File: src/pkg/uecr_cfg.svh
/*
 * Register map and field constants for the endpoint configuration bank.
 * Assumes inclusion by bare name from the package and the core.
 */
`ifndef UECR_CFG_SVH
`define UECR_CFG_SVH

`define UECR_ADDR_W          8
`define UECR_DATA_W          16
`define UECR_IDX_W           4
`define UECR_NUM_EP          16
`define UECR_OFF_MAXPKT      8'h04
`define UECR_OFF_TYPE        8'h08
`define UECR_OFF_BYTECNT     8'h1C
`define UECR_RST_16          16'h0000
`define UECR_FIFO_LSB        0
`define UECR_FIFO_MSB        10
`define UECR_NTR_LSB         11
`define UECR_NTR_MSB         12
`define UECR_MAXPKT_MASK     16'h1FFF
`define UECR_TYPE_MASK       16'h001F
`define UECR_BIT_SUPPRESS    4
`define UECR_BIT_ENABLE      3
`define UECR_BIT_DOUBLE_BUFFER_ENABLE      2
`define UECR_TYP_LSB         0
`define UECR_TYP_MSB         1
`define UECR_NTR_RESERVED    2'h3
`define UECR_NTR_ONE         2'h0
`define UECR_CTRL_EP         4'h0

`endif

File: src/pkg/uecr_pkg.sv
/*
 * Types for the endpoint configuration bank.
 * Assumes uecr_cfg.svh is on the include path.
 */
`include "uecr_cfg.svh"

package uecr_pkg;
    typedef enum logic [1:0] {
        UECR_TYP_NONE = 2'h0,
        UECR_TYP_ISO  = 2'h1,
        UECR_TYP_BULK = 2'h2,
        UECR_TYP_INTR = 2'h3
    } uecr_type_t;
endpackage

File: src/core/uecr_regs.sv
/*
 * Per-endpoint configuration registers: packet byte count, max packet
 * size and endpoint type, indexed by the endpoint index on the host port.
 * Assumes a synchronous parallel register port on clock_in, a USB bus
 * reset pulse from the engine on the same clock, and a separate OUT-ACK
 * load strobe from the engine.
 */
`timescale 1ns/100ps
`default_nettype none
`include "uecr_cfg.svh"

module uecr_regs (
    input  wire logic                     clock_in,
    input  wire logic                     rst_in,
    input  wire logic                     clk_en_in,
    input  wire logic                     bus_reset_in,
    input  wire logic [`UECR_IDX_W-1:0]   ep_index_in,
    input  wire logic [`UECR_ADDR_W-1:0]  addr_in,
    input  wire logic                     wr_in,
    input  wire logic                     rd_in,
    input  wire logic [`UECR_DATA_W-1:0]  wdata_in,
    input  wire logic                     out_ack_in,
    input  wire logic [`UECR_IDX_W-1:0]   out_ack_ep_in,
    input  wire logic [`UECR_DATA_W-1:0]  out_ack_count_in,
    input  wire logic                     dma_mode_in,
    input  wire logic [`UECR_IDX_W-1:0]   eng_ep_in,
    output logic      [`UECR_DATA_W-1:0]  rdata_out,
    output logic                          rvalid_out,
    output logic      [`UECR_DATA_W-1:0]  eng_byte_count_out,
    output logic      [10:0]              eng_fifo_size_out,
    output logic      [1:0]               eng_packets_out,
    output logic                          eng_enable_out,
    output logic                          eng_double_buffer_out,
    output uecr_pkg::uecr_type_t          eng_type_out,
    output logic                          eng_empty_packet_out
);

    ////////////////////////////////////////////////////////////////////////
    // Storage
    logic [`UECR_DATA_W-1:0] count_reg  [`UECR_NUM_EP];
    logic [`UECR_DATA_W-1:0] count_next [`UECR_NUM_EP];
    logic [`UECR_DATA_W-1:0] maxpkt_reg  [`UECR_NUM_EP];
    logic [`UECR_DATA_W-1:0] maxpkt_next [`UECR_NUM_EP];
    logic [`UECR_DATA_W-1:0] type_reg  [`UECR_NUM_EP];
    logic [`UECR_DATA_W-1:0] type_next [`UECR_NUM_EP];

    logic wr_maxpkt;
    logic wr_type;
    logic wr_count;

    // Address decode; other offsets ignored, read back zero
    assign wr_maxpkt = wr_in && (addr_in == `UECR_OFF_MAXPKT);
    assign wr_type   = wr_in && (addr_in == `UECR_OFF_TYPE);
    assign wr_count  = wr_in && (addr_in == `UECR_OFF_BYTECNT);

    ////////////////////////////////////////////////////////////////////////
    // Per-endpoint next values
    genvar g;
    generate
        for (g = 0; g < `UECR_NUM_EP; g++) begin : g_ep
            localparam logic [`UECR_IDX_W-1:0] EP = `UECR_IDX_W'(g);

            // Bus reset clears all three registers of every endpoint
            always_comb begin
                count_next[g]  = count_reg[g];
                maxpkt_next[g] = maxpkt_reg[g];
                type_next[g]   = type_reg[g];
                if (bus_reset_in) begin
                    count_next[g]  = `UECR_RST_16;
                    maxpkt_next[g] = `UECR_RST_16;
                    type_next[g]   = `UECR_RST_16;
                end else begin
                    // Control endpoint zero keeps its fixed size
                    if (wr_maxpkt && ep_index_in == EP && EP != `UECR_CTRL_EP) begin
                        maxpkt_next[g] = wdata_in & `UECR_MAXPKT_MASK;
                    end
                    if (wr_type && ep_index_in == EP) begin
                        type_next[g] = wdata_in & `UECR_TYPE_MASK;
                    end
                    // Reload uses the newly written FIFO size, all endpoints
                    if (wr_maxpkt) begin
                        count_next[g] = {5'h00,
                            wdata_in[`UECR_FIFO_MSB:`UECR_FIFO_LSB]};
                    end
                    if (wr_count && ep_index_in == EP) begin
                        count_next[g] = wdata_in;
                    end
                    // Engine load wins over software: it reports real traffic
                    if (out_ack_in && out_ack_ep_in == EP) begin
                        count_next[g] = out_ack_count_in;
                    end
                end
            end

            always_ff @(posedge clock_in or posedge rst_in) begin
                if (rst_in) begin
                    count_reg[g]  <= `UECR_RST_16;
                    maxpkt_reg[g] <= `UECR_RST_16;
                    type_reg[g]   <= `UECR_RST_16;
                end else if (clk_en_in) begin
                    count_reg[g]  <= count_next[g];
                    maxpkt_reg[g] <= maxpkt_next[g];
                    type_reg[g]   <= type_next[g];
                end
            end
        end
    endgenerate

    ////////////////////////////////////////////////////////////////////////
    // Read port and engine view
    logic [`UECR_DATA_W-1:0]  rdata_next;
    logic                     rvalid_next;
    logic [`UECR_DATA_W-1:0]  eng_cnt_next;
    logic [10:0]              eng_fifo_next;
    logic [1:0]               eng_pk_next;
    logic                     eng_en_next;
    logic                     eng_db_next;
    uecr_pkg::uecr_type_t     eng_typ_next;
    logic                     eng_emp_next;
    logic [`UECR_DATA_W-1:0]  sel_mp;
    logic [`UECR_DATA_W-1:0]  sel_ty;
    logic [1:0]               ntr;

    always_comb begin
        rdata_next  = `UECR_RST_16;
        rvalid_next = rd_in;
        if (rd_in) begin
            case (addr_in)
                `UECR_OFF_MAXPKT:  rdata_next = maxpkt_reg[ep_index_in];
                `UECR_OFF_TYPE:    rdata_next = type_reg[ep_index_in];
                `UECR_OFF_BYTECNT: rdata_next = count_reg[ep_index_in];
                default:           rdata_next = `UECR_RST_16;
            endcase
        end
        sel_mp = maxpkt_reg[eng_ep_in];
        sel_ty = type_reg[eng_ep_in];
        eng_cnt_next  = count_reg[eng_ep_in];
        eng_fifo_next = sel_mp[`UECR_FIFO_MSB:`UECR_FIFO_LSB];
        ntr = sel_mp[`UECR_NTR_MSB:`UECR_NTR_LSB];
        // Reserved code degrades to one packet per microframe
        eng_pk_next = (ntr == `UECR_NTR_RESERVED) ? `UECR_NTR_ONE : ntr;
        eng_en_next = sel_ty[`UECR_BIT_ENABLE];
        eng_db_next = sel_ty[`UECR_BIT_DOUBLE_BUFFER_ENABLE];
        eng_typ_next = uecr_pkg::uecr_type_t'(sel_ty[`UECR_TYP_MSB:`UECR_TYP_LSB]);
        // Empty packet only in DMA mode, suppress clear, count or size zero
        eng_emp_next = dma_mode_in && !sel_ty[`UECR_BIT_SUPPRESS]
                       && (eng_cnt_next == `UECR_RST_16
                           || eng_fifo_next == 11'h000);
    end

    // Registered outputs, one cycle behind the selected state
    always_ff @(posedge clock_in or posedge rst_in) begin
        if (rst_in) begin
            rdata_out             <= `UECR_RST_16;
            rvalid_out            <= 1'b0;
            eng_byte_count_out    <= `UECR_RST_16;
            eng_fifo_size_out     <= 11'h000;
            eng_packets_out       <= 2'h0;
            eng_enable_out        <= 1'b0;
            eng_double_buffer_out <= 1'b0;
            eng_type_out          <= uecr_pkg::UECR_TYP_NONE;
            eng_empty_packet_out  <= 1'b0;
        end else if (clk_en_in) begin
            rdata_out             <= rdata_next;
            rvalid_out            <= rvalid_next;
            eng_byte_count_out    <= eng_cnt_next;
            eng_fifo_size_out     <= eng_fifo_next;
            eng_packets_out       <= eng_pk_next;
            eng_enable_out        <= eng_en_next;
            eng_double_buffer_out <= eng_db_next;
            eng_type_out          <= eng_typ_next;
            eng_empty_packet_out  <= eng_emp_next;
        end
    end

endmodule
`default_nettype wire

File: config.mk
export PLATFORM = sky130hd
export DESIGN_NAME = uecr_regs
export DESIGN_NICKNAME = d
export VERILOG_FILES = /design/src/pkg/uecr_pkg.sv /design/src/core/uecr_regs.sv
export VERILOG_INCLUDE_DIRS = /design/src /design/src/pkg
export SDC_FILE = /design/constraint.sdc
export NUM_CORES = 2
export LEC_CHECK = 0
export BUFFER_PORTS_ARGS = -buffer_cell sky130_fd_sc_hd__buf_4
export CORE_ASPECT_RATIO = 2
export CORE_MARGIN = 2
export CORE_UTILIZATION = 45
export CTS_CLUSTER_DIAMETER = 80
export DETAILED_ROUTE_END_ITERATION = 7
export PLACE_DENSITY = 0.63
export SLEW_MARGIN = 20
export SYNTH_ARGS = -nofsm -noshare
export SYNTH_HDL_FRONTEND = slang
export SYNTH_SLANG_ARGS = --single-unit
File: constraint.sdc
create_clock -name clock_in -period 21.1 [get_ports clock_in]
set_input_delay 2.11 -clock clock_in [delete_from_list [all_inputs] [get_ports clock_in]]
set_output_delay 2.11 -clock clock_in [all_outputs]
set_load 0.03 [all_outputs]
# Yosys cells after proc, flatten, opt, wreduce, memory -nomap -nowiden
# Index checks and enable logic that the tools add are counted.
word_totals:
  elab_cells: 394
  out_inout_bits: 51
  inputBits: 60
  regBits: 803
classes:
  magnitude_cmp: 2
  n_reduce_logical: 168
  n_eq_ne: 34
  bitwise: 2
  n_mux: 132
op_table:
  columns: ["operator", "count"]
  rows:
  - ["two-way mux 16 bit", 120]
  - ["binary-select mux 16 bit (select 4 bit)", 6]
  - ["AND reduction 2 bit", 47]
  - ["logical AND 1 bit", 68]
  - ["equality test 4 bit, second input constant", 16]
  - ["nonzero test 4 bit", 16]
  - ["nonzero test 2 bit", 31]
  - ["one-hot mux 16 bit (3 select lines)", 1]
  - ["equality test 4 x 3 -> 1 bit, second input constant", 8]
  - ["two-way mux 13 bit", 2]
  - ["equality test 4 x 2 -> 1 bit, second input constant", 4]
  - ["zero test 16 bit", 1]
  - ["zero test 11 bit", 1]
  - [">= comparator 5 bit, second input constant", 2]
  - ["two-way mux 5 bit", 2]
  - ["inverter 4 -> 5 bit", 2]
  - ["equality test 4 x 1 -> 1 bit, second input constant", 2]
  - ["equality test 8 x 3 -> 1 bit, second input constant", 1]
  - ["equality test 8 x 4 -> 1 bit, second input constant", 1]
  - ["equality test 8 x 5 -> 1 bit, second input constant", 1]
  - ["zero test 4 bit", 2]
  - ["equality test 2 bit, second input constant", 1]
  - ["two-way mux 2 bit", 1]
  - ["zero test 1 bit", 1]
  - ["logical OR 1 bit", 1]

# Longest topological paths before layout
logic_depth:
  word_depth: 7
  ltp_mapped: 10
  depth_no_buf: 6

# Least setup slack after synthesis
# No wires, ideal clock.
synth_timing:
  kind: "input to register"
  startpoint: "input ep_index_in[1]"
  endpoint: "register rdata_out[12]"
  arrival_ps: 4155
  required_ps: 20961
  slack_ps: 16805
  stages: 8
  path_cell_list: "buf_2 > buf_2 > buf_1 > clkbuf_1 > mux4_2 > mux4_2 > a22oi_1 > o21ai_0"
synth_via:
  elab_chain_len: 6
  elab_cells_between_ends: 12
synth_rtl:
  columns: ["item", "line_no", "text"]
  rows:
  - ["start: declaration", "uecr_regs.sv:17", "input wire logic [`UECR_IDX_W-1:0] ep_index_in,"]
  - ["inverter 4 -> 5 bit (implied by the code) (*)", "uecr_regs.sv:129, uecr_regs.sv:130, uecr_regs.sv:131", null]
  - ["binary-select mux 16 bit (select 4 bit) (on tied branches)", "uecr_regs.sv:131, uecr_regs.sv:129, uecr_regs.sv:130", null]
  - ["two-way mux 16 bit (on tied branches) (2 in a row)", "uecr_regs.sv:131, uecr_regs.sv:129, uecr_regs.sv:130", null]
  - ["one-hot mux 16 bit (3 select lines) (*)", "uecr_regs.sv:128", "case (addr_in)"]
  - ["two-way mux 16 bit (*)", "uecr_regs.sv:127", "if (rd_in) begin"]
  - ["end signal: assignment", "uecr_regs.sv:154", "rdata_out <= `UECR_RST_16;"]
  - ["end signal: assignment", "uecr_regs.sv:164", "rdata_out <= rdata_next;"]
  - ["end: declaration", "uecr_regs.sv:27", "output logic [`UECR_DATA_W-1:0] rdata_out,"]
# Every way passes the cells marked *; elsewhere a longest branch is shown, timed or not. The select of a mux whose other input is x is not followed.
# A chain may end at the register's enable or synchronous reset.

# Worst setup path after layout
layout_timing:
  startpoint: "input ep_index_in[0]"
  endpoint: "register rdata_out[3]"
# The elaborated chain is that of the path after synthesis.

==> summary by stage <==
Timing
The worst setup skew after layout is between 0.02 and 0.025 ns. Derived from the worst setup path, the maximum achievable clock frequency is around 0.18 GHz. Adding up every negative setup slack in the final design gives 0 ns. The number of failing setup endpoints in the final timing report is 0. Hold timing on the final database bottoms out at a slack of approximately 0.5 ns. The final number of max-transition violations is 0. The slack of the critical path is roughly 16 ns. Setup repair after global routing left no endpoint under its margin. The worst path in the final design needs a cycle of 5.49 ns, including I/O delays and setup. The worst path uses 26.0% of the clock period.

The number of hold violations in the final report is 0. The transition time at the pin with the least slew margin is roughly 1.2 ns. In this run the tightest slew margin relative to its limit is 19.6%.

Layout
The number of filler instances in the final layout is ~6,400. The library cell used most frequently in the layout, excluding fill and tap cells, is dfrtp_1. The post-route netlist has a little over a quarter of its cells at a drive strength greater than 1.

The register with the most flip-flops in the layout has about 260 of them. The top cell types in the final layout, fill and taps aside, are dfrtp_1 (582), nand2_1 (474), o21ai_0 (340). The number of nets in the layout is roughly 3,000.

From synthesis to final layout, the design area changed by 10.1%. The number of antenna diodes in the final layout is 0.

Floorplan
The floorplan step set the die height to 387 um. The die is 195 um wide. The die covers 75,600 um2. In this run the count of I/O pins placed on the die edge is roughly 110. The starting density of the core is 45.4%. In this run the core area contains 140 standard-cell rows.

In this run the standard cell core region covers 72,700 um2.

Clock tree
Buffers inserted to repair hold after CTS numbered 0. The cell chosen for the clock root is clkbuf_16. The number of levels in the clock H-tree is 2. In this run the post-CTS setup repair buffer count came out at 0.

Clock latency on the worst-skew pair, taken at its later pin, is roughly 0.63 ns. The clock sink total is 582. The clock buffer count from CTS is 54.

The clock-pin slew reported for the worst setup and hold paths after clock tree synthesis is 0.06 ns. The clock tree buffer depth is 3. The quantity of gates resized following cts is 0.

TritonCTS built the clock tree.

Place
Routability-driven placement finished with a final weighted congestion of 0.922. Prior to clock tree synthesis, the placed netlist has a worst setup slack of 14.96 ns. Port buffering added 110 buffers. Once detailed placement completed, the half-perimeter wirelength came to 80,400 um.

Worst setup path
The endpoint class of the critical path is a register. The number of buffer and inverter stages on the critical path is 3. The signal on the critical path passes through buf_8, buf_4, buf_4, mux4_2, mux4_2, a22o_1, a21oi_1, o2bb2ai_1.

The peak fanout along the critical path is about 70. STA puts the critical path data arrival time at between 5 and 6 ns. In this design, the stage delay of the slowest critical-path cell is between 0.7 and 0.8 ns. For the worst setup path, the data required time is 21.57 ns. The critical path's slowest cell is buf_4. The sort of element at the start of the critical path is a primary input. The worst setup path category is in2reg. In this design, the largest share of critical-path delay is due to buffers and inverters.

Route
The detailed router finished its first iteration with around 2,600 violations. Wires add up to ~120,000 um. In the final routed layout, each cell accounts on average for approximately 31 um.

The post-detailed-route count of antenna-violating nets is 0. After detailed routing, the number of remaining DRC violations is 0. The first TritonRoute pass finished after 6 iterations.

The number of vias after detailed routing is 26,100. The via density per instance is ~6.7.

Yosys
The synthesized netlist devotes 0% of its cell area to XOR and XNOR gates. A synthesized cell averages about 11 um2. In the synthesized netlist the async set-or-reset flop fraction comes to 100%. During synthesis, Yosys emitted a total of 0 warnings.

The part of the Yosys area used for sequential elements is between 40% and 50%. The number of unique standard cell types used by synthesis is 52. The synthesized netlist devotes 11.5% of its cell area to simple gates. Multiplexer cells account for between 20% and 30% of the synthesized area.

The dominant combinational cell family by area after synthesis is multiplexers. The synthesized netlist occupies a cell area of 33,000 um2. The synthesized netlist devotes 0% of its cell area to adder and majority cells.

The number of standard cells after synthesis is 3,041. The synthesis-stage register bit count is 582. The net count after synthesis is 3,101. The post-synthesis compound-gate area fraction is between 15 and 20%.

For this run, the leading register cell type out of synthesis is dfrtp_1. The number of enable flip-flop cells after synthesis is 0.

Power
The analysis attributes to cell leakage a power of around 15 nW. In this run the power density over the cells is 82.9 nW/um2. The peak supply drop is 0.0668 mV.

GRT
The initial antenna violation count is 2. Entering global routing, the biggest net connects 189 pins. The via count of the first global-routing pass is roughly 27,000. Summed over all layers, the global routing overflow is 0.

The first global-routing pass estimated 179,000 um of wire. For this run, the total global-route usage over all layers was measured as 32.3%.

Worst hold path
In this run the worst hold path is classified as reg2reg.

Run status
The run finished with clean final reports.

Flow run
The max-cap violation count is 0.
-- layer usage --
layer / track usage (%) / vias up / wire, um
met2: 53.3 / 1524 / 59000
met4: 31.4 / 2 / 14100
met3: 5.48 / 615 / 9420
li1: - / 11000 / -
met1: 34.8 / 13000 / 38700
met5: 0 / - / 11
-- layout make-up --
| cell class | instances | area (um2) | area share, % |
|---|---|---|---|
| sequential | 582 | 14600 | 40.1 |
| inverter | 15 | 63.8 | 0.176 |
| clock buffer | 68 | 1470 | 4.06 |
| tap | 923 | 1150 | 3.18 |
| timing repair buffer | 180 | 1400 | 3.84 |
| multi-input combinational | 2116 | 17200 | 47.3 |
| clock inverter | 33 | 480 | 1.32 |
-- through the flow --
stage	instances	utilization, %	total power, mW	cell area, um2
after floorplan	3041	-	1.72	33000
after global placement	3815	47.2	1.89	34300
after detailed placement	3816	47.3	1.92	34400
after CTS	3917	49.9	3.02	36300
after global routing	3917	50.0	3.11	36300
final	3917	50.0	3.01	36300
-- report_power, final --
| part | internal, mW | total [mW] | leakage [nW] | switching [mW] |
|---|---|---|---|---|
| sequential | 1.24 | 1.34 | 7.69 | 0.103 |
| clock | 0.633 | 1.11 | 0.944 | 0.473 |
| combinational | 0.247 | 0.566 | 6.36 | 0.319 |
-- Yosys cell counts (3+ instances only) --
master	number	share of area (%)
buf_1	51	0.58
o21ai_0	340	5.2
o31ai_1	98	2.2
nor2_1	211	2.4
inv_1	15	0.17
buf_4	7	0.16
mux2_2	135	4.6
o22ai_1	5	0.095
buf_2	66	1.0
nand3b_2	5	0.17
mux4_2	287	20
buf_6	17	0.58
nor2b_1	30	0.57
o21ai_1	43	0.65
a22oi_1	110	2.5
and2_1	3	0.057
nand3_1	4	0.061
clkbuf_1	184	2.1
o2bb2ai_1	5	0.13
or2_2	3	0.057
nor2_4	10	0.34
nor4_1	8	0.15
a221oi_1	13	0.35
a211oi_1	5	0.11
a22o_1	24	0.64
nand2_1	474	5.4
and3_1	6	0.11
nor3_1	22	0.33
a21oi_1	198	3.0
nor4_2	10	0.38
nand3b_4	10	0.61
nand2b_1	25	0.47
dfrtp_1	582	44
mux2i_1	12	0.36
-- worst paths after layout --
path | slack, ns | to | from | cells past startpoint
worst min register to register | 0.50 | maxpkt_reg[81] | maxpkt_reg[81] | 2
max in group asynchronous | 16.44 | count_reg[25] | rst_in | 5
worst max-delay path | 15.61 | rdata_out[3] | ep_index_in[0] | 8
worst min-delay path | 0.50 | maxpkt_reg[81] | maxpkt_reg[81] | 2
min in group asynchronous | 1.68 | type_reg[242] | rst_in | 2
worst max register to register | 18.49 | eng_empty_packet_out | maxpkt_reg[24] | 6
-- cell families (layout without fill, tap and decap cells) --
logic type,Yosys count,count (layout)
DFF,582,582
AOI/OAI and AO/OA,846,846
muxes,434,434
and+or+nand+nor,836,836
buffers and inverters,343,296
-- tightest hold or removal path: cells and delay by family, from the launching register on --
family,cells,cell delay (ns)
flops,1,0.36
compound gates,1,0.06
simple gates,1,0.05
Note: power is estimated with default switching activity, not from simulation.
